===== config.mk =====
export PLATFORM = sky130hd
export DESIGN_NAME = pae_alarm_evaluator
export DESIGN_NICKNAME = d
export VERILOG_FILES = /design/src/pae_pkg.sv /design/src/pae_alarm_channel.sv /design/src/pae_alarm_evaluator.sv
export VERILOG_INCLUDE_DIRS = /design/src
export SDC_FILE = /design/constraint.sdc
export NUM_CORES = 1
export LEC_CHECK = 0
export ABC_CLOCK_PERIOD_IN_PS = 7710
export BUFFER_PORTS_ARGS = -buffer_cell sky130_fd_sc_hd__buf_2
export CAP_MARGIN = 20
export CORE_ASPECT_RATIO = 0.5
export CORE_UTILIZATION = 30
export CTS_CLUSTER_DIAMETER = 80
export DETAILED_ROUTE_END_ITERATION = 16
export GPL_ROUTABILITY_DRIVEN = 0
export PLACE_DENSITY_LB_ADDON = 0.25
export SYNTH_ARGS = -nofsm -noshare
export SYNTH_HDL_FRONTEND = slang
export SYNTH_SLANG_ARGS = --single-unit

===== constraint.sdc =====
create_clock -name clk_sys_i -period 7.71 [get_ports clk_sys_i]
set_clock_uncertainty 0.05 [all_clocks]
set_input_delay 1.1565 -clock clk_sys_i [delete_from_list [all_inputs] [get_ports clk_sys_i]]
set_output_delay 1.1565 -clock clk_sys_i [all_outputs]
set_load 0.05 [all_outputs]

===== src/pae_defs.svh =====
`ifndef PAE_DEFS_SVH
`define PAE_DEFS_SVH
// Register byte offsets
`define PAE_OFF_CTRL      8'h00
`define PAE_OFF_SP        8'h04
`define PAE_OFF_SP_LIM    8'h08
`define PAE_OFF_SHIFT     8'h0C
`define PAE_OFF_CH1_DEV   8'h10
`define PAE_OFF_CH1_HYS   8'h14
`define PAE_OFF_CH1_SET   8'h18
`define PAE_OFF_CH1_CFG   8'h1C
`define PAE_OFF_CH2_DEV   8'h20
`define PAE_OFF_CH2_HYS   8'h24
`define PAE_OFF_CH2_SET   8'h28
`define PAE_OFF_CH2_CFG   8'h2C
`define PAE_OFF_STATUS    8'h30
`define PAE_OFF_PV        8'h34
// Control register fields
`define PAE_CTRL_LATCH_CLR 0
`define PAE_CTRL_SEC_IS_CT 1
`define PAE_CTRL_OUT_LINEAR 2
`define PAE_CTRL_SECOND_OUTPUT_ROLE_ALARM 3
// Channel config fields: function [3:0], mode [5:4]
`define PAE_CFG_MODE_LSB 4
// Reset values (tenths of a unit)
`define PAE_RST_SP_HIGH 16'h03E8
`define PAE_RST_HYS     16'h0001
// Heater current full scale, 50.0 A in 0.1 A steps
`define PAE_CT_FULL_SCALE 16'h01F4
// Loop-break window ceiling and tick rate
`define PAE_LB_MAX_S 120
`define PAE_CLK_HZ 50000000
`define PAE_TICKS_PER_S (`PAE_CLK_HZ)
`endif


===== src/pae_pkg.sv =====
package pae_pkg;
  // Channel alarm functions
  typedef enum logic [3:0] {
    PAE_FN_NONE = 4'h0,
    PAE_FN_DEV_HIGH = 4'h1,
    PAE_FN_DEV_LOW = 4'h2,
    PAE_FN_BAND_HIGH = 4'h3,
    PAE_FN_BAND_LOW = 4'h4,
    PAE_FN_SEC_LOW = 4'h5,
    PAE_FN_LOOP_BREAK = 4'h6,
    PAE_FN_SENSOR_BREAK = 4'h7
  } pae_func_t;
  // Alarm modes
  typedef enum logic [1:0] {
    PAE_MD_NORMAL = 2'h0,
    PAE_MD_LATCH = 2'h1,
    PAE_MD_HOLD = 2'h2,
    PAE_MD_LATCH_HOLD = 2'h3
  } pae_mode_t;
  // Loop-break watch state, one-hot
  typedef enum logic [2:0] {
    PAE_LB_IDLE = 3'b001,
    PAE_LB_WATCH = 3'b010,
    PAE_LB_BROKEN = 3'b100
  } pae_lb_state_t;
endpackage


===== src/pae_alarm_channel.sv =====
`timescale 1ns/1ps
`include "pae_defs.svh"
// One alarm channel: trigger levels, hysteresis and mode handling
module pae_alarm_channel #(
  parameter int W = 16
) (
  // Clock and reset
  input wire logic clk_sys_i,
  input wire logic resetn_i,
  // Process inputs
  input wire logic signed [W-1:0] primary_process_value_i,
  input wire logic signed [W-1:0] secondary_process_value_i,
  input wire logic signed [W-1:0] primary_setpoint_i,
  // Channel settings
  input wire logic signed [W-1:0] deviation_i,
  input wire logic signed [W-1:0] hysteresis_i,
  input wire logic signed [W-1:0] set_value_i,
  input wire pae_pkg::pae_func_t function_i,
  input wire pae_pkg::pae_mode_t mode_i,
  // Conditions from the controller
  input wire logic heater_break_allowed_i,
  input wire logic loop_break_allowed_i,
  input wire logic loop_broken_i,
  input wire logic failure_i,
  input wire logic latch_clear_i,
  // Result
  output logic alarm_o
);
  import pae_pkg::*;

  // Half hysteresis; sign kept so negative entries still work
  wire logic signed [W:0] half_hys = (W+1)'(hysteresis_i) >>> 1;
  // Centre of a deviation pair
  wire logic signed [W:0] dev_centre = (W+1)'(primary_setpoint_i) + (W+1)'(deviation_i);
  wire logic signed [W+1:0] dev_upper = (W+2)'(dev_centre) + (W+2)'(half_hys);  // RQ2
  wire logic signed [W+1:0] dev_lower = (W+2)'(dev_centre) - (W+2)'(half_hys);  // RQ2
  // Band edges, no hysteresis term
  wire logic signed [W+1:0] band_upper = (W+2)'(primary_setpoint_i) + (W+2)'(deviation_i);  // RQ5
  wire logic signed [W+1:0] band_lower = (W+2)'(primary_setpoint_i) - (W+2)'(deviation_i);  // RQ5
  // Heater-break levels around the set value
  wire logic signed [W+1:0] sec_upper = (W+2)'(set_value_i) + (W+2)'(half_hys);  // RQ8
  wire logic signed [W+1:0] sec_lower = (W+2)'(set_value_i) - (W+2)'(half_hys);  // RQ8
  wire logic signed [W+1:0] pv = (W+2)'(primary_process_value_i);
  wire logic signed [W+1:0] pv2 = (W+2)'(secondary_process_value_i);
  wire logic signed [W+1:0] sp = (W+2)'(primary_setpoint_i);
  wire logic band_lo_edge = (band_lower < band_upper) ? 1'b1 : 1'b0;
  // Band interval regardless of the deviation sign
  wire logic signed [W+1:0] band_min = band_lo_edge ? band_lower : band_upper;
  wire logic signed [W+1:0] band_max = band_lo_edge ? band_upper : band_lower;
  wire logic outside_band = (pv > band_max) || (pv < band_min);

  logic cond_reg;
  logic cond_next;
  logic armed_reg;
  logic latched_reg;

  // Condition with hysteresis memory for the level-type functions
  always_comb begin
    cond_next = 1'b0;
    unique case (function_i)
      PAE_FN_DEV_HIGH: begin
        // Set above upper level, release below lower
        cond_next = (pv > dev_upper) ? 1'b1 : ((pv < dev_lower) ? 1'b0 : cond_reg);  // RQ26
      end
      PAE_FN_DEV_LOW: begin
        cond_next = (pv < dev_lower) ? 1'b1 : ((pv > dev_upper) ? 1'b0 : cond_reg);  // RQ26
      end
      PAE_FN_BAND_HIGH: cond_next = outside_band;  // RQ27 RQ6
      PAE_FN_BAND_LOW: cond_next = !outside_band;  // RQ27 RQ6
      PAE_FN_SEC_LOW: begin
        // Heater break is disabled on linear heating outputs
        if (!heater_break_allowed_i) begin  // RQ9
          cond_next = 1'b0;
        end else begin
          cond_next = (pv2 < sec_lower) ? 1'b1 : ((pv2 > sec_upper) ? 1'b0 : cond_reg);  // RQ8
        end
      end
      PAE_FN_LOOP_BREAK: cond_next = loop_break_allowed_i & loop_broken_i;  // RQ11 RQ14
      PAE_FN_SENSOR_BREAK: cond_next = failure_i;  // RQ15 RQ16
      default: cond_next = 1'b0;
    endcase
  end

  // Holding does not apply to the break functions
  wire logic break_fn = (function_i == PAE_FN_LOOP_BREAK) || (function_i == PAE_FN_SENSOR_BREAK);  // RQ12 RQ17
  wire logic hold_sel = ((mode_i == PAE_MD_HOLD) || (mode_i == PAE_MD_LATCH_HOLD)) && !break_fn;  // RQ4
  wire logic latch_sel = (mode_i == PAE_MD_LATCH) || (mode_i == PAE_MD_LATCH_HOLD);  // RQ4
  // Sensor break reacts at once, not one cycle late
  wire logic active = (function_i == PAE_FN_SENSOR_BREAK) ? failure_i : cond_next;  // RQ15
  wire logic gated = active & (armed_reg | !hold_sel);  // RQ25
  wire logic reached = (pv >= sp);

  // Hysteresis memory
  always_ff @(posedge clk_sys_i or negedge resetn_i) begin
    if (!resetn_i) begin
      cond_reg <= 1'b0;
    end else begin
      cond_reg <= cond_next;
    end
  end

  // Holding arm: first reaching of setpoint after power-up
  always_ff @(posedge clk_sys_i or negedge resetn_i) begin
    if (!resetn_i) begin
      armed_reg <= 1'b0;
    end else if (reached) begin
      armed_reg <= 1'b1;  // RQ25
    end
  end

  // Latch store; a new alarm wins over a clear in the same cycle
  always_ff @(posedge clk_sys_i or negedge resetn_i) begin
    if (!resetn_i) begin
      latched_reg <= 1'b0;  // RQ24
    end else if (latch_sel && gated) begin
      latched_reg <= 1'b1;  // RQ23
    end else if (latch_clear_i || !latch_sel) begin
      latched_reg <= 1'b0;  // RQ24
    end
  end

  // Output energize, registered
  always_ff @(posedge clk_sys_i or negedge resetn_i) begin
    if (!resetn_i) begin
      alarm_o <= 1'b0;
    end else begin
      alarm_o <= gated | (latch_sel & latched_reg);  // RQ22 RQ23
    end
  end

  // Latched output stays set until a clear
  latch_hold_a: assert property (@(posedge clk_sys_i) disable iff (!resetn_i)  // RQ23
    (alarm_o && latch_sel && !latch_clear_i && !$past(latch_clear_i) && $stable(mode_i)) |=> alarm_o)
    else $error("latched alarm dropped");
  // Normal mode follows the condition one cycle later
  normal_follow_a: assert property (@(posedge clk_sys_i) disable iff (!resetn_i)  // RQ22
    (mode_i == PAE_MD_NORMAL && $stable(mode_i)) |=> (alarm_o == $past(active)))
    else $error("normal alarm mismatch");
  // Holding suppresses before setpoint is reached
  hold_block_a: assert property (@(posedge clk_sys_i) disable iff (!resetn_i)  // RQ25
    (hold_sel && !armed_reg && !latched_reg) |=> !alarm_o)
    else $error("holding alarm fired early");
  // Sensor break follows failure
  sensor_break_a: assert property (@(posedge clk_sys_i) disable iff (!resetn_i)  // RQ15
    (function_i == PAE_FN_SENSOR_BREAK && failure_i) |=> alarm_o)
    else $error("sensor break missed");
  // Heater break blocked on linear output
  heater_lin_a: assert property (@(posedge clk_sys_i) disable iff (!resetn_i)  // RQ9
    (function_i == PAE_FN_SEC_LOW && !heater_break_allowed_i && !latch_sel) |=> !alarm_o)
    else $error("heater break on linear output");
endmodule // pae_alarm_channel


===== src/pae_alarm_evaluator.sv =====
// Notes on behaviour
// (RQ1) Each channel has signed deviation, hysteresis
// (RQ2) Deviation levels: setpoint plus deviation, half-hysteresis
// (RQ3) High-side and low-side deviation functions
// (RQ4) Four modes: normal, latch, hold, both
// (RQ5) Band levels: setpoint plus/minus deviation
// (RQ6) Band-high and band-low variants per channel
// (RQ7) Secondary value is heater current, 0.1 A
// (RQ8) Heater break: low alarm on secondary value
// (RQ9) No heater break with linear output
// (RQ10) Keep output cycle at least one second
// (RQ11) Loop break; channel 2 needs output role
// (RQ12) Loop break ignores holding modes
// (RQ13) Loop window twice integral time, 120 s max
// (RQ14) Control saturated, process not moving: break
// (RQ15) Sensor break asserts on failure at once
// (RQ16) Converter failure also means sensor break
// (RQ17) Sensor break ignores holding modes
// (RQ18) Setpoint clamped between low and high limits
// (RQ19) Shift added to primary value only
// (RQ20) Hysteresis normally set to minimum 0.1
// (RQ21) Channel 2 behaves like channel 1
// (RQ22) Normal: energized only while condition holds
// (RQ23) Latching: stays energized after condition clears
// (RQ24) Latch released by reset or event clear
// (RQ25) Holding suppressed until setpoint first reached
// (RQ26) Deviation high sets above, releases below
// (RQ27) Band-high outside band, band-low inside
//
// Implementation choices: the register addresses and the APB interface to the registers.
`timescale 1ns/1ps
`include "pae_defs.svh"
module pae_alarm_evaluator #(
  parameter int W = 16,
  parameter int TICKS_PER_S = `PAE_TICKS_PER_S
) (
  // Clock and reset
  input wire logic clk_sys_i,
  input wire logic resetn_i,
  // APB slave
  input wire logic psel_i,
  input wire logic penable_i,
  input wire logic pwrite_i,
  input wire logic [7:0] paddr_i,
  input wire logic [31:0] pwdata_i,
  output logic [31:0] prdata_o,
  output logic pready_o,
  output logic pslverr_o,
  // Measurement front ends
  input wire logic signed [W-1:0] raw_primary_value_i,
  input wire logic [W-1:0] heater_current_raw_i,
  input wire logic signed [W-1:0] raw_secondary_value_i,
  input wire logic [W-1:0] primary_control_variable_i,
  input wire logic [W-1:0] control_max_i,
  input wire logic [W-1:0] control_min_i,
  input wire logic [7:0] primary_integral_time_i,
  // Failure sources and event input
  input wire logic sensor_fail_i,
  input wire logic adc_fail_i,
  input wire logic event_latch_clear_i,
  // Alarm relays and process values
  output logic alarm1_o,
  output logic alarm2_o,
  output logic signed [W-1:0] primary_process_value_o,
  output logic signed [W-1:0] secondary_process_value_o
);
  import pae_pkg::*;

  // Software settings
  logic [3:0] ctrl_reg;
  logic signed [W-1:0] sp_reg;
  logic signed [W-1:0] sp_low_reg;
  logic signed [W-1:0] sp_high_reg;
  logic signed [W-1:0] shift_reg;
  logic signed [W-1:0] dev_reg [2];  // RQ1
  logic signed [W-1:0] hys_reg [2];  // RQ1
  logic signed [W-1:0] set_reg [2];
  logic [5:0] cfg_reg [2];
  logic lclr_pulse_reg;
  logic [31:0] rdata_next;
  logic addr_ok;
  pae_lb_state_t lb_state_reg;

  // Write strobe in the access phase; slave always ready
  wire logic wr_en = psel_i & penable_i & pwrite_i;
  wire logic rd_en = psel_i & penable_i & !pwrite_i;
  wire logic signed [W-1:0] wdata = pwdata_i[W-1:0];

  // Setpoint clamp into the configured range
  wire logic signed [W-1:0] sp_clamped = (wdata < sp_low_reg) ? sp_low_reg :  // RQ18
                                         ((wdata > sp_high_reg) ? sp_high_reg : wdata);  // RQ18

  // Shift applies to the primary value only
  wire logic signed [W:0] pv1_sum = (W+1)'(raw_primary_value_i) + (W+1)'(shift_reg);  // RQ19
  // Secondary: heater current clamped to 50.0 A when a CT is fitted
  wire logic [W-1:0] ct_val = (heater_current_raw_i > W'(`PAE_CT_FULL_SCALE)) ?
                              W'(`PAE_CT_FULL_SCALE) : heater_current_raw_i;  // RQ7
  wire logic signed [W-1:0] pv2_next = ctrl_reg[`PAE_CTRL_SEC_IS_CT] ? $signed(ct_val)
                                       : raw_secondary_value_i;  // RQ7 RQ19

  // Failure mode: sensor fault or converter fault
  wire logic failure = sensor_fail_i | adc_fail_i;  // RQ16

  // Register write port
  always_ff @(posedge clk_sys_i or negedge resetn_i) begin
    if (!resetn_i) begin
      ctrl_reg <= 4'h0;
      sp_reg <= '0;
      sp_low_reg <= '0;
      sp_high_reg <= W'(`PAE_RST_SP_HIGH);
      shift_reg <= '0;
      lclr_pulse_reg <= 1'b0;
      for (int i = 0; i < 2; i++) begin
        dev_reg[i] <= '0;
        hys_reg[i] <= W'(`PAE_RST_HYS);
        set_reg[i] <= '0;
        cfg_reg[i] <= 6'h00;
      end
    end else begin
      // Latch clear is a self-clearing strobe
      lclr_pulse_reg <= wr_en && (paddr_i == `PAE_OFF_CTRL) && pwdata_i[`PAE_CTRL_LATCH_CLR];
      if (wr_en) begin
        unique case (paddr_i)
          `PAE_OFF_CTRL: ctrl_reg <= {pwdata_i[3:1], 1'b0};
          `PAE_OFF_SP: sp_reg <= sp_clamped;  // RQ18
          `PAE_OFF_SP_LIM: begin
            sp_low_reg <= pwdata_i[W-1:0];
            sp_high_reg <= pwdata_i[2*W-1:W];
          end
          `PAE_OFF_SHIFT: shift_reg <= wdata;
          `PAE_OFF_CH1_DEV: dev_reg[0] <= wdata;
          `PAE_OFF_CH1_HYS: hys_reg[0] <= wdata;
          `PAE_OFF_CH1_SET: set_reg[0] <= wdata;
          `PAE_OFF_CH1_CFG: cfg_reg[0] <= pwdata_i[5:0];
          `PAE_OFF_CH2_DEV: dev_reg[1] <= wdata;
          `PAE_OFF_CH2_HYS: hys_reg[1] <= wdata;
          `PAE_OFF_CH2_SET: set_reg[1] <= wdata;
          `PAE_OFF_CH2_CFG: cfg_reg[1] <= pwdata_i[5:0];
          default: ;
        endcase
      end
    end
  end

  // Read mux
  always_comb begin
    rdata_next = 32'h0000_0000;
    addr_ok = 1'b1;
    unique case (paddr_i)
      `PAE_OFF_CTRL: rdata_next = {28'h000_0000, ctrl_reg};
      `PAE_OFF_SP: rdata_next = 32'(sp_reg);
      `PAE_OFF_SP_LIM: rdata_next = {sp_high_reg, sp_low_reg};
      `PAE_OFF_SHIFT: rdata_next = 32'(shift_reg);
      `PAE_OFF_CH1_DEV: rdata_next = 32'(dev_reg[0]);
      `PAE_OFF_CH1_HYS: rdata_next = 32'(hys_reg[0]);
      `PAE_OFF_CH1_SET: rdata_next = 32'(set_reg[0]);
      `PAE_OFF_CH1_CFG: rdata_next = {26'h000_0000, cfg_reg[0]};
      `PAE_OFF_CH2_DEV: rdata_next = 32'(dev_reg[1]);
      `PAE_OFF_CH2_HYS: rdata_next = 32'(hys_reg[1]);
      `PAE_OFF_CH2_SET: rdata_next = 32'(set_reg[1]);
      `PAE_OFF_CH2_CFG: rdata_next = {26'h000_0000, cfg_reg[1]};
      `PAE_OFF_STATUS: rdata_next = {27'h000_0000, lb_state_reg == PAE_LB_BROKEN, failure,
                                     alarm2_o, alarm1_o, 1'b0};
      `PAE_OFF_PV: rdata_next = {secondary_process_value_o, primary_process_value_o};
      default: addr_ok = 1'b0;
    endcase
  end

  // Registered APB answer: zero wait states
  always_ff @(posedge clk_sys_i or negedge resetn_i) begin
    if (!resetn_i) begin
      prdata_o <= 32'h0000_0000;
      pready_o <= 1'b0;
      pslverr_o <= 1'b0;
    end else begin
      pready_o <= psel_i & !penable_i;
      pslverr_o <= psel_i & !penable_i & !addr_ok;
      if (psel_i & !penable_i) begin
        prdata_o <= pwrite_i ? 32'h0000_0000 : rdata_next;
      end
    end
  end

  // Process values out
  always_ff @(posedge clk_sys_i or negedge resetn_i) begin
    if (!resetn_i) begin
      primary_process_value_o <= '0;
      secondary_process_value_o <= '0;
    end else begin
      primary_process_value_o <= pv1_sum[W-1:0];  // RQ19
      secondary_process_value_o <= pv2_next;
    end
  end

  // Loop-break watch: window 2*TI seconds, capped
  pae_lb_state_t lb_state_next;
  logic [31:0] lb_tick_reg;
  logic [7:0] lb_sec_reg;
  logic signed [W-1:0] lb_pv_reg;
  logic lb_dir_reg;
  wire logic [8:0] lb_twice = {primary_integral_time_i, 1'b0};
  wire logic [7:0] lb_window = (lb_twice > 9'(`PAE_LB_MAX_S)) ? 8'(`PAE_LB_MAX_S) : lb_twice[7:0];  // RQ13
  wire logic cv_max = primary_control_variable_i >= control_max_i;
  wire logic cv_min = primary_control_variable_i <= control_min_i;
  wire logic sat = cv_max | cv_min;
  wire logic sec_tick = (lb_tick_reg == 32'(TICKS_PER_S - 1));
  // Process responded in the wanted direction
  wire logic moved = lb_dir_reg ? (primary_process_value_o > lb_pv_reg) : (primary_process_value_o < lb_pv_reg);  // RQ14
  wire logic lb_sat_same = lb_dir_reg ? cv_max : cv_min;

  // Watch state transitions
  always_comb begin
    lb_state_next = lb_state_reg;
    unique case (lb_state_reg)
      PAE_LB_IDLE: if (sat && lb_window != 8'h00) lb_state_next = PAE_LB_WATCH;
      PAE_LB_WATCH: begin
        if (!lb_sat_same || moved) begin
          lb_state_next = PAE_LB_IDLE;
        end else if (sec_tick && lb_sec_reg + 8'h01 >= lb_window) begin
          lb_state_next = PAE_LB_BROKEN;  // RQ13 RQ14
        end
      end
      PAE_LB_BROKEN: if (!lb_sat_same || moved) lb_state_next = PAE_LB_IDLE;
      default: lb_state_next = PAE_LB_IDLE;
    endcase
  end

  // Watch timers and reference value
  always_ff @(posedge clk_sys_i or negedge resetn_i) begin
    if (!resetn_i) begin
      lb_state_reg <= PAE_LB_IDLE;
      lb_tick_reg <= 32'h0000_0000;
      lb_sec_reg <= 8'h00;
      lb_pv_reg <= '0;
      lb_dir_reg <= 1'b0;
    end else begin
      lb_state_reg <= lb_state_next;
      if (lb_state_reg == PAE_LB_IDLE) begin
        lb_tick_reg <= 32'h0000_0000;
        lb_sec_reg <= 8'h00;
        lb_pv_reg <= primary_process_value_o;
        lb_dir_reg <= cv_max;
      end else begin
        lb_tick_reg <= sec_tick ? 32'h0000_0000 : lb_tick_reg + 32'h0000_0001;
        if (sec_tick && lb_sec_reg != 8'hFF) lb_sec_reg <= lb_sec_reg + 8'h01;
      end
    end
  end

  wire logic loop_broken = (lb_state_reg == PAE_LB_BROKEN);
  logic [1:0] alarm_w;

  // Two channels, alike except that channel 2 allows loop break only with the output role bit set
  generate
    for (genvar c = 0; c < 2; c++) begin : g_ch
      pae_alarm_channel #(.W(W)) u_ch (  // RQ21
        .clk_sys_i(clk_sys_i),
        .resetn_i(resetn_i),
        .primary_process_value_i(primary_process_value_o),
        .secondary_process_value_i(secondary_process_value_o),
        .primary_setpoint_i(sp_reg),
        .deviation_i(dev_reg[c]),
        .hysteresis_i(hys_reg[c]),
        .set_value_i(set_reg[c]),
        .function_i(pae_func_t'(cfg_reg[c][3:0])),  // RQ3
        .mode_i(pae_mode_t'(cfg_reg[c][`PAE_CFG_MODE_LSB+1:`PAE_CFG_MODE_LSB])),
        .heater_break_allowed_i(!ctrl_reg[`PAE_CTRL_OUT_LINEAR]),  // RQ9
        .loop_break_allowed_i((c == 0) ? 1'b1 : ctrl_reg[`PAE_CTRL_SECOND_OUTPUT_ROLE_ALARM]),  // RQ11
        .loop_broken_i(loop_broken),
        .failure_i(failure),
        .latch_clear_i(lclr_pulse_reg | event_latch_clear_i),  // RQ24
        .alarm_o(alarm_w[c])
      );
    end
  endgenerate

  // Relay drive straight from flip-flops
  always_ff @(posedge clk_sys_i or negedge resetn_i) begin
    if (!resetn_i) begin
      alarm1_o <= 1'b0;
      alarm2_o <= 1'b0;
    end else begin
      alarm1_o <= alarm_w[0];
      alarm2_o <= alarm_w[1];
    end
  end

  // Stored setpoint stays inside limits after a write
  sp_clamp_a: assert property (@(posedge clk_sys_i) disable iff (!resetn_i)  // RQ18
    (wr_en && paddr_i == `PAE_OFF_SP && $stable(sp_low_reg) && $stable(sp_high_reg) && sp_low_reg <= sp_high_reg)
    |=> (sp_reg >= sp_low_reg && sp_reg <= sp_high_reg))
    else $error("setpoint outside limits");
  // Primary value carries the shift
  pv_shift_a: assert property (@(posedge clk_sys_i) disable iff (!resetn_i)  // RQ19
    1'b1 |=> (primary_process_value_o == $past(pv1_sum[W-1:0])))
    else $error("shift not applied");
  // Broken state only after saturation
  lb_sat_a: assert property (@(posedge clk_sys_i) disable iff (!resetn_i)  // RQ14
    $rose(loop_broken) |-> $past(lb_sat_same))
    else $error("loop break without saturation");
endmodule // pae_alarm_evaluator


* Word-level counts from Yosys, hierarchy flattened
Cells that the tools add are included.
** Word-level totals
- Bits in registers :: 311
- Bits in latches :: 0
- Bits in writable memories :: 0
- Memory bits (read-only) :: 0
- Input bits :: 152
- Output and inout port bits :: 68
- Word-level logic and storage cells :: 228
- Memories :: 0
** Cells by class
- $add $sub $neg :: 17
- Multipliers :: 0
- Divide/modulo/power cells :: 0
- $lt $le $gt $ge :: 24
- Equality and inequality tests :: 41
- Shift operators :: 0
- Muxes and demuxes :: 47
- Bitwise operators :: 16
- Reductions and logical operators :: 50
** Operator list (count)
- 32-bit case mux with 14 select lines :: 1
- 32-bit 2-to-1 mux :: 3
- 16-bit by 18-bit greater-than comparator with 1-bit output :: 4
- 16-bit by 18-bit less-than comparator with 1-bit output :: 4
- 18-bit 2-to-1 mux :: 4
- 16-bit by 16-bit adder with 17-bit output :: 4
- 16-bit 2-to-1 mux :: 4
- 8-bit by 6-bit == test with 1-bit output (second input constant) :: 6
- 17-bit by 15-bit adder with 18-bit output :: 2
- 18-bit less-than comparator :: 2
- 17-bit by 15-bit subtractor with 18-bit output :: 2
- 16-bit by 15-bit adder with 17-bit output :: 2
- 16-bit by 17-bit greater-than comparator with 1-bit output :: 2
- 16-bit by 17-bit less-than comparator with 1-bit output :: 2
- 16-bit by 15-bit subtractor with 17-bit output :: 2
- 16-bit by 16-bit subtractor with 17-bit output :: 2
- 32-bit by 1-bit adder with 32-bit output (second input constant) :: 1
- 32-bit by 26-bit == test with 1-bit output (second input constant) :: 1
- 4-bit by 3-bit == test with 1-bit output (second input constant) :: 8
- 8-bit by 5-bit == test with 1-bit output (second input constant) :: 4
- 16-bit greater-or-equal comparator :: 2
- 16-bit greater-than comparator :: 2
- 16-bit less-than comparator :: 2
- 1-bit 2-to-1 mux :: 25
- 33 further kinds :: 104

* Logic depth before layout (Yosys ltp)
Gate-level depths: netlist (run 1).
- Depth after elaboration :: 12
- Mapped depth :: 34
- Gate-level depth less buffers :: 33

* By module
From an unflattened synthesis (run 1), not the netlist that was laid out.
** Unflattened totals
- Cells, all modules :: 3569
- Area, all modules :: 31725.4 um2
** Modules (own cells, without submodules)
- pae_alarm_evaluator :: times used 1, cells an instance 1482, area an instance 15832.7 um2, seq. area each 7618.6 um2
- pae_alarm_channel (g_ch[1].u_ch) :: times used 1, cells an instance 1054, area an instance 8041.5 um2, seq. area each 100.1 um2
- pae_alarm_channel (g_ch[0].u_ch) :: times used 1, cells an instance 1033, area an instance 7851.3 um2, seq. area each 100.1 um2

* Worst setup path after synthesis (run 1)
OpenSTA, ideal clock, no wires.
- Path type :: register -> register
- From :: register sp_reg[0]
- To :: register g_ch[1].u_ch.alarm_o
- Setup time :: 0.145 ns
- Arrival time :: 6.405 ns
- Required time :: 7.515 ns
- Slack :: 1.111 ns
- Cell stages (with the launch flop) :: 33
- Buffers on the path :: 2
- Period minus slack after synthesis :: 6.599 ns
- Cell sequence :: dfrtp_1 -> inv_1 -> ha_1 -> inv_1 -> fa_1 -> a21o_1 -> a21oi_1 -> nor2b_1 -> o21a_1 -> o41ai_1 -> o21ai_0 -> a311o_1 -> a21oi_1 -> xnor2_1 -> ha_1 -> and3_1 -> nand4_1 -> a2111oi_4 -> o31a_1 -> buf_4 -> buf_6 -> nor3_1 -> a21oi_2 -> ha_1 -> a21o_1 -> a21o_1 -> a211oi_1 -> o21ai_0 -> a2111oi_0 -> o221ai_1 -> a21oi_1 -> mux2i_1 -> a41oi_1
** Between the ends
- Word-level cells in the longest chain between the ends :: 11
- Elaborated cells between the ends (all ways) :: 23
- Those cells by class :: add/sub: 5; order compare: 5; mux: 9; bitwise: 2; reduce/logical: 2
** Ends and longest elaborated chain
- start, declared :: RTL line pae_alarm_evaluator.sv:71 : logic signed [W-1:0] sp_reg;
- start signal, assigned :: RTL line pae_alarm_evaluator.sv:125 : `PAE_OFF_SP: sp_reg <= sp_clamped;
- 16-bit by 16-bit subtractor with 17-bit output / 16-bit by 16-bit adder with 17-bit output (equally long branches) :: RTL line pae_alarm_channel.sv:39, pae_alarm_channel.sv:34, pae_alarm_channel.sv:38
- 18-bit less-than comparator :: RTL line pae_alarm_channel.sv:46 : wire logic band_lo_edge = (band_lower < band_upper) ? 1'b1 : 1'b0;
- 1-bit 2-to-1 mux :: RTL line pae_alarm_channel.sv:46
- 18-bit 2-to-1 mux, on equally long branches :: RTL line pae_alarm_channel.sv:49, pae_alarm_channel.sv:48
- 16-bit by 18-bit greater-than comparator with 1-bit output / 16-bit by 18-bit less-than comparator with 1-bit output (equally long branches) :: RTL line pae_alarm_channel.sv:50 : wire logic outside_band = (pv > band_max) || (pv < band_min);
- 1-bit logical OR :: RTL line pae_alarm_channel.sv:50
- 1-bit zero test :: RTL line pae_alarm_channel.sv:69 : PAE_FN_BAND_LOW: cond_next = !outside_band;
- 1-bit case mux with 7 select lines * :: RTL line pae_alarm_channel.sv:60 : unique case (function_i)
- 1-bit 2-to-1 mux * :: RTL line pae_alarm_channel.sv:89 : wire logic active = (function_i == PAE_FN_SENSOR_BREAK) ? failure_i : cond_next;
- 1-bit bitwise AND * :: RTL line pae_alarm_channel.sv:90 : wire logic gated = active & (armed_reg | !hold_sel);
- 1-bit OR * :: RTL line pae_alarm_channel.sv:127 : alarm_o <= gated | (latch_sel & latched_reg);
- end signal, assigned :: RTL line pae_alarm_channel.sv:127
- end, declared :: RTL line pae_alarm_channel.sv:27 : output logic alarm_o
Mark *: on every way between the ends. The rest lies on a longest branch, timed or not.
A chain may end at the register's enable or synchronous reset.

* Worst setup path after layout (run 1)
- From :: register sp_reg[1]
- To :: register g_ch[1].u_ch.alarm_o
Same word-level chain as after synthesis.

==> impl_metrics.csv, run 1 <==
group,metric,value,unit
power,power.density,177,mW/mm^2
worst_hold_path,min_path_type,"reg -> reg",
floorplanning,ioPinCount,220,
synthesis,synth_seq_cells,311,
cells_and_area,drive_gt1_frac,0.148,
global_route,grt_pass1_vias,26800,
clock_tree,cts_tree,"done",
drt,first_iter_violations,2550,
drt,drc,0,
synthesis,synth_edf_count,0,
drt,num_vias,28300,
setup_path,crit_fanout,15,
synthesis,syn_area_per_cell,8.90,sq um
drt,routed_wl,120,mm
cells_and_area,nets,4446,
floorplanning,die_y,231,um
timing,layout_min_cycle_time,7.28,ns
clock_tree,cts_hold_buf,0,
timing,setup_tns,0,ns
status,status,"completed",
drt,viasPerCell,5.47,
global_route,grt_pass1_wl,175,mm
clock_tree,clk-insertion-delay-late,0.59,ns
synthesis,synth_cell_types,88,
synthesis,synth.top_cell.area_share,0.241,
global_route,antenna_found_initial,5,
power,p_leak,0.0171,uW
synthesis,yosys.area.top_type,"dfrtp_1",
clock_tree,root_buffer,"clkbuf_16",
global_route,grt_max_degree,138,
setup_path,cpMostUsedCell,"a21o_1",
job,maxCapViolations,0,
setup_path,slowest_delay,0.55,ns
synthesis,synth-seq-area-share,0.248,
power,ir_drop,118,uV
synthesis,synth_ff_type,"dfrtp_1",
setup_path,slowest_stage,"o311a_1",
clock_tree,cts-htree-levels,2,
floorplanning,die_width,459,um
clock_tree,numCtsBuffers,38,
timing,rsz0062_at_grt,"no",
synthesis,synth_most_common_cell,"ha_1",
synthesis,ys_warn_count,0,
timing,setup_violations,0,
timing,worst_slack,0.431,ns
setup_path,crit_arrival,7.66,ns
placed_design,port_buffers,219,
synthesis,async_flop_share,1.00,
floorplanning,coreArea,0.103,sq mm
global_route,overflow,0,
synthesis,netlist_instances,3528,
placed_design,dp_slack,0.153,ns
timing,hold_viol,0,
clock_tree,path_clk_slew,0.06,ns
floorplanning,floorplan.initialDensity,0.304,
setup_path,critPathKind,"reg -> reg",
timing,finalCritPeriodShare,0.944,
synthesis,ys_top_cells_by_area,"dfrtp_1 (24%), ha_1 (22%), mux2_2 (5.5%)",
setup_path,start_kind,"flop",
floorplanning,die_area,0.106,sq mm
synthesis,synthTopCellsByCount,"ha_1 (545), inv_1 (332), dfrtp_1 (302), nor2_1 (250), a21oi_1 (200)",
floorplanning,num_rows,83,
clock_tree,cts_buffer_depth,3,
synthesis,netlist_area,0.0314,sq mm
synthesis,syn_nets,4238,
timing,slew_viol_final,0,
timing,worst_pin_slew,1.11,ns
setup_path,required,8.09,ns
cells_and_area,area_growth,13.6,%
placed_design,hpwl,94.3,mm
timing,clock.fmax,0.137,GHz
drt,post_drt_wl_per_cell,23.2,um
global_route,grt_use_total,0.220,
drt,postRouteAntennaNets,0,
drt,firstDrtPassIters,6,
clock_tree,cts.sinks,311,
cells_and_area,fill_cells,10600,
setup_path,endpoint_kind,"flop",
timing,slew_headroom,0.262,
==> cells in the final DEF (no fill, tap or decap), types with 29 or more instances in the layout <==
cell,count
a21o_1,102
a21oi_1,198
a221oi_1,54
a22o_1,29
a22oi_1,31
a31oi_1,35
buf_2,218
buf_4,68
clkbuf_16,39
dfrtp_1,302
ha_1,545
inv_1,332
mux2_2,153
mux2i_1,65
nand2_1,170
nand2b_1,49
nand3_1,91
nand4_1,56
nor2_1,248
nor2b_1,70
nor3_1,62
o21a_1,42
o21ai_0,147
o21bai_1,35
xnor2_1,142
xor2_1,59
==> kinds of logic after synthesis <==
group                      synth area share
buffers and inverters                0.0560
AOI/OAI and AO/OA                     0.197
other                              0.000119
xor gates and xnor gates             0.0574
and+or+nand+nor                       0.138
DFF                                   0.248
muxes                                0.0776
adders and majority gates             0.226
==> layer usage <==
metal,global-route usage,share of wire
met5,0,0.00026
met4,0.0768,0.037
met3,0.0637,0.094
met2,0.322,0.41
met1,0.305,0.45
==> critical path: cells and delay by family (launching register included) <==
kind / cells / cell delay (ns)
fa+ha+maj: 3 / 0.93
buf+inv: 4 / 0.89
compound gates: 15 / 3.32
xor+xnor: 1 / 0.42
simple gates: 5 / 0.71
mux: 1 / 0.27
flops: 1 / 0.53
==> layout make-up <==
type                            count  area (sq um)  area share
Sequential cell                   311          7790       0.219
Tap cell                         1402          1750      0.0492
Timing Repair Buffer              290          1670      0.0469
Clock buffer                       49          1040      0.0293
Antenna cell                        2          5.00    0.000140
Inverter                          334          1250      0.0352
Clock inverter                     16           185     0.00519
Multi-Input combinational cell   2761         21900       0.616
==> metrics by stage <==
stage,std cells,area [sq um],utilization,hold WS [ns],power (uW)
final,5165,35700,0.346,0.291,6300
after global routing,5163,35600,0.346,0.311,6680
after CTS,5160,35500,0.345,0.286,6260
after detailed placement,5095,34300,0.333,0.285,4390
after global placement,5095,34300,0.333,0.302,4350
after floorplan,3528,31400,-,0.281,3630
==> repair_timing <==
item | CTS | global route
setup buffers | 0 | 2
endpoints found under the setup margin | 0 | 6
resized for setup | 0 | 16
==> worst paths after layout <==
check	from	slack [ns]	cells past startpoint	end
worst min-delay path	g_ch[0].u_ch.alarm_o	0.29	0	alarm1_o
min in group asynchronous	resetn_i	0.60	1	lb_sec_reg[0]
worst max-delay path	sp_reg[1]	0.43	29	g_ch[1].u_ch.alarm_o
worst max register to register	sp_reg[1]	0.43	29	g_ch[1].u_ch.alarm_o
worst min register to register	g_ch[0].u_ch.alarm_o	0.29	0	alarm1_o
max in group asynchronous	resetn_i	5.49	2	hys_reg[13]
==> where the power goes <==
part / switching (uW) / total [uW] / leakage (uW) / internal (uW)
combinational: 1560 / 2640 / 0.0124 / 1080
sequential: 87.3 / 1800 / 0.00411 / 1720
clock: 792 / 1850 / 0.000606 / 1060
total: 2440 / 6300 / 0.0171 / 3860
(Power assumes the default switching activity.)
==> run 2, diff against run 1 <==
- BUFFER_PORTS_ARGS: -buffer_cell sky130_fd_sc_hd__buf_2 -> not set
- DONT_BUFFER_PORTS: not set -> 1
==> impl_metrics.csv, run 2 (synthesized netlist as in run 1, its figures left out) <==
group,metric,value,unit
drt,post_drt_wl_per_cell,24.0,um
power,ir_drop,135,uV
clock_tree,cts_tree,"done",
cells_and_area,utilization,0.336,
timing,slew_headroom,0.249,
floorplanning,floorplan.initialDensity,0.304,
drt,viasPerCell,5.54,
drt,drc,0,
cells_and_area,nets,4232,
power,pwr-share-seq,0.290,
global_route,antenna_found_initial,6,
placed_design,hpwl,92.6,mm
cells_and_area,area_growth,10.4,%
setup_path,slowest_delay,0.43,ns
timing,clock.fmax,0.137,GHz
drt,first_iter_violations,2597,
global_route,overflow,0,
power,p_leak,0.0163,uW
cells_and_area,final_common_cell,"ha_1",
setup_path,crit_fanout,7,
global_route,grt_pass1_wl,173,mm
power,power.internal,3920,uW
global_route,grt_pass1_vias,26400,
setup_path,endpoint_kind,"flop",
power,power.clock.fraction,0.306,
floorplanning,die_y,231,um
setup_path,crit_family,"compound AO/OA/AOI/OAI gates",
clock_tree,cts_buffer_depth,3,
timing,worst_pin_slew,1.13,ns
timing,layout_min_cycle_time,7.32,ns
cells_and_area,layout_common_cells,"ha_1 (545), inv_1 (332), dfrtp_1 (299)",
clock_tree,root_buffer,"clkbuf_16",
global_route,grt_max_degree,312,
timing,setup_violations,0,
floorplanning,die_area,0.106,sq mm
timing,hold_viol,0,
floorplanning,num_rows,83,
power,comb_power_share,0.405,
setup_path,start_kind,"flop",
floorplanning,die_width,459,um
setup_path,crit_arrival,7.73,ns
clock_tree,cts-htree-levels,2,
drt,postRouteAntennaNets,0,
setup_path,required,8.12,ns
drt,routed_wl,119,mm
cells_and_area,regArea,0.00780,sq mm
setup_path,path_buf_inv,6,
timing,slew_viol_final,0,
cells_and_area,multi_input_area,0.0220,sq mm
power,p_switching,2390,uW
status,status,"completed",
cells_and_area,fill_cells,10600,
setup_path,critPathKind,"reg -> reg",
floorplanning,ioPinCount,220,
drt,num_vias,27500,
global_route,grt_use_total,0.219,
clock_tree,cts.sinks,311,
timing,finalCritPeriodShare,0.950,
power,power.density,182,mW/mm^2
clock_tree,path_clk_slew,0.07,ns
cells_and_area,drive_gt1_frac,0.100,
power,power.total,6310,uW
drt,firstDrtPassIters,6,
timing,setup_tns,0,ns
clock_tree,numCtsBuffers,39,
placed_design,port_buffers,0,
floorplanning,coreArea,0.103,sq mm
clock_tree,clk-insertion-delay-late,0.60,ns
worst_hold_path,min_path_type,"in -> async",
job,maxCapViolations,0,
power,p_sw_frac,0.379,
setup_path,slowest_stage,"dfrtp_1",
-- run 2: cell types whose count changed in the layout (fill, tap and decap cells not counted), moves of 2 or more --
cell | previous run | this run
buf_8 | 2 | 0
dfrtp_2 | 0 | 3
clkbuf_8 | 3 | 7
buf_2 | 218 | 0
clkinv_2 | 6 | 8
buf_4 | 68 | 73
dfrtp_1 | 302 | 299
inv_6 | 2 | 4
-- run 2: through the flow --
| stage | hold WS, ns | instance area, sq um | setup WS [ns] | std cells |
|---|---|---|---|---|
| 2_1_floorplan | 0.281 | 31400 | 1.11 | 3528 |
| 3_3_place_gp | 0.288 | 33100 | 0.200 | 4870 |
| 3_5_place_dp | 0.295 | 33100 | -0.00305 | 4870 |
| 4_1_cts | 0.185 | 34400 | 0.0727 | 4941 |
| 5_1_grt | 0.194 | 34700 | -0.102 | 4954 |
| 6_report | 0.239 | 34700 | 0.388 | 4955 |
-- run 2: power by group through the flow --
stage | sequential (uW) | combinational [uW] | clock [uW]
final | 1830 | 2550 | 1930
after global placement | 1850 | 2360 | 0
after floorplan | 1840 | 1790 | 0
after detailed placement | 1860 | 2400 | 0
after CTS | 1830 | 2420 | 1970
after global routing | 1830 | 2840 | 2020
-- run 2: per-layer routing --
layer  vias up  wire (um)  track usage
li1      12800          -            -
met1     13400      52800        0.294
met2       973      50500        0.332
met3       268      10600       0.0597
met4         6       5000       0.0828
met5         -         31            0
-- run 2: repair_timing --
item                                    CTS  global route
endpoints found under the setup margin    1             6
cloned                                    0             0
hold buffers                              0             0
gates resized for setup                   1            18
buffers inserted                          0            12
pin swaps                                 0             6
-- run 2: final timing paths --
check	from	end	slack, ns	depth (start not counted)
worst min register to register	g_ch[0].u_ch.alarm_o	alarm1_o	0.30	0
worst max-delay path	sp_reg[0]	g_ch[1].u_ch.alarm_o	0.39	35
max in group asynchronous	resetn_i	primary_process_value_o[15]	6.75	0
worst min-delay path	resetn_i	lb_sec_reg[0]	0.24	0
worst max register to register	sp_reg[0]	g_ch[1].u_ch.alarm_o	0.39	35
min in group clk_sys_i	g_ch[0].u_ch.alarm_o	alarm1_o	0.30	0
-- run 2: final cells by class --
class                           instances  area share
Multi-Input combinational cell       2761       0.634
Clock buffer                           52      0.0316
Timing Repair Buffer                   75      0.0172
Tap cell                             1402      0.0506
Antenna cell                            1   0.0000722
Inverter                              334      0.0362
Clock inverter                         19     0.00581
Sequential cell                       311       0.225
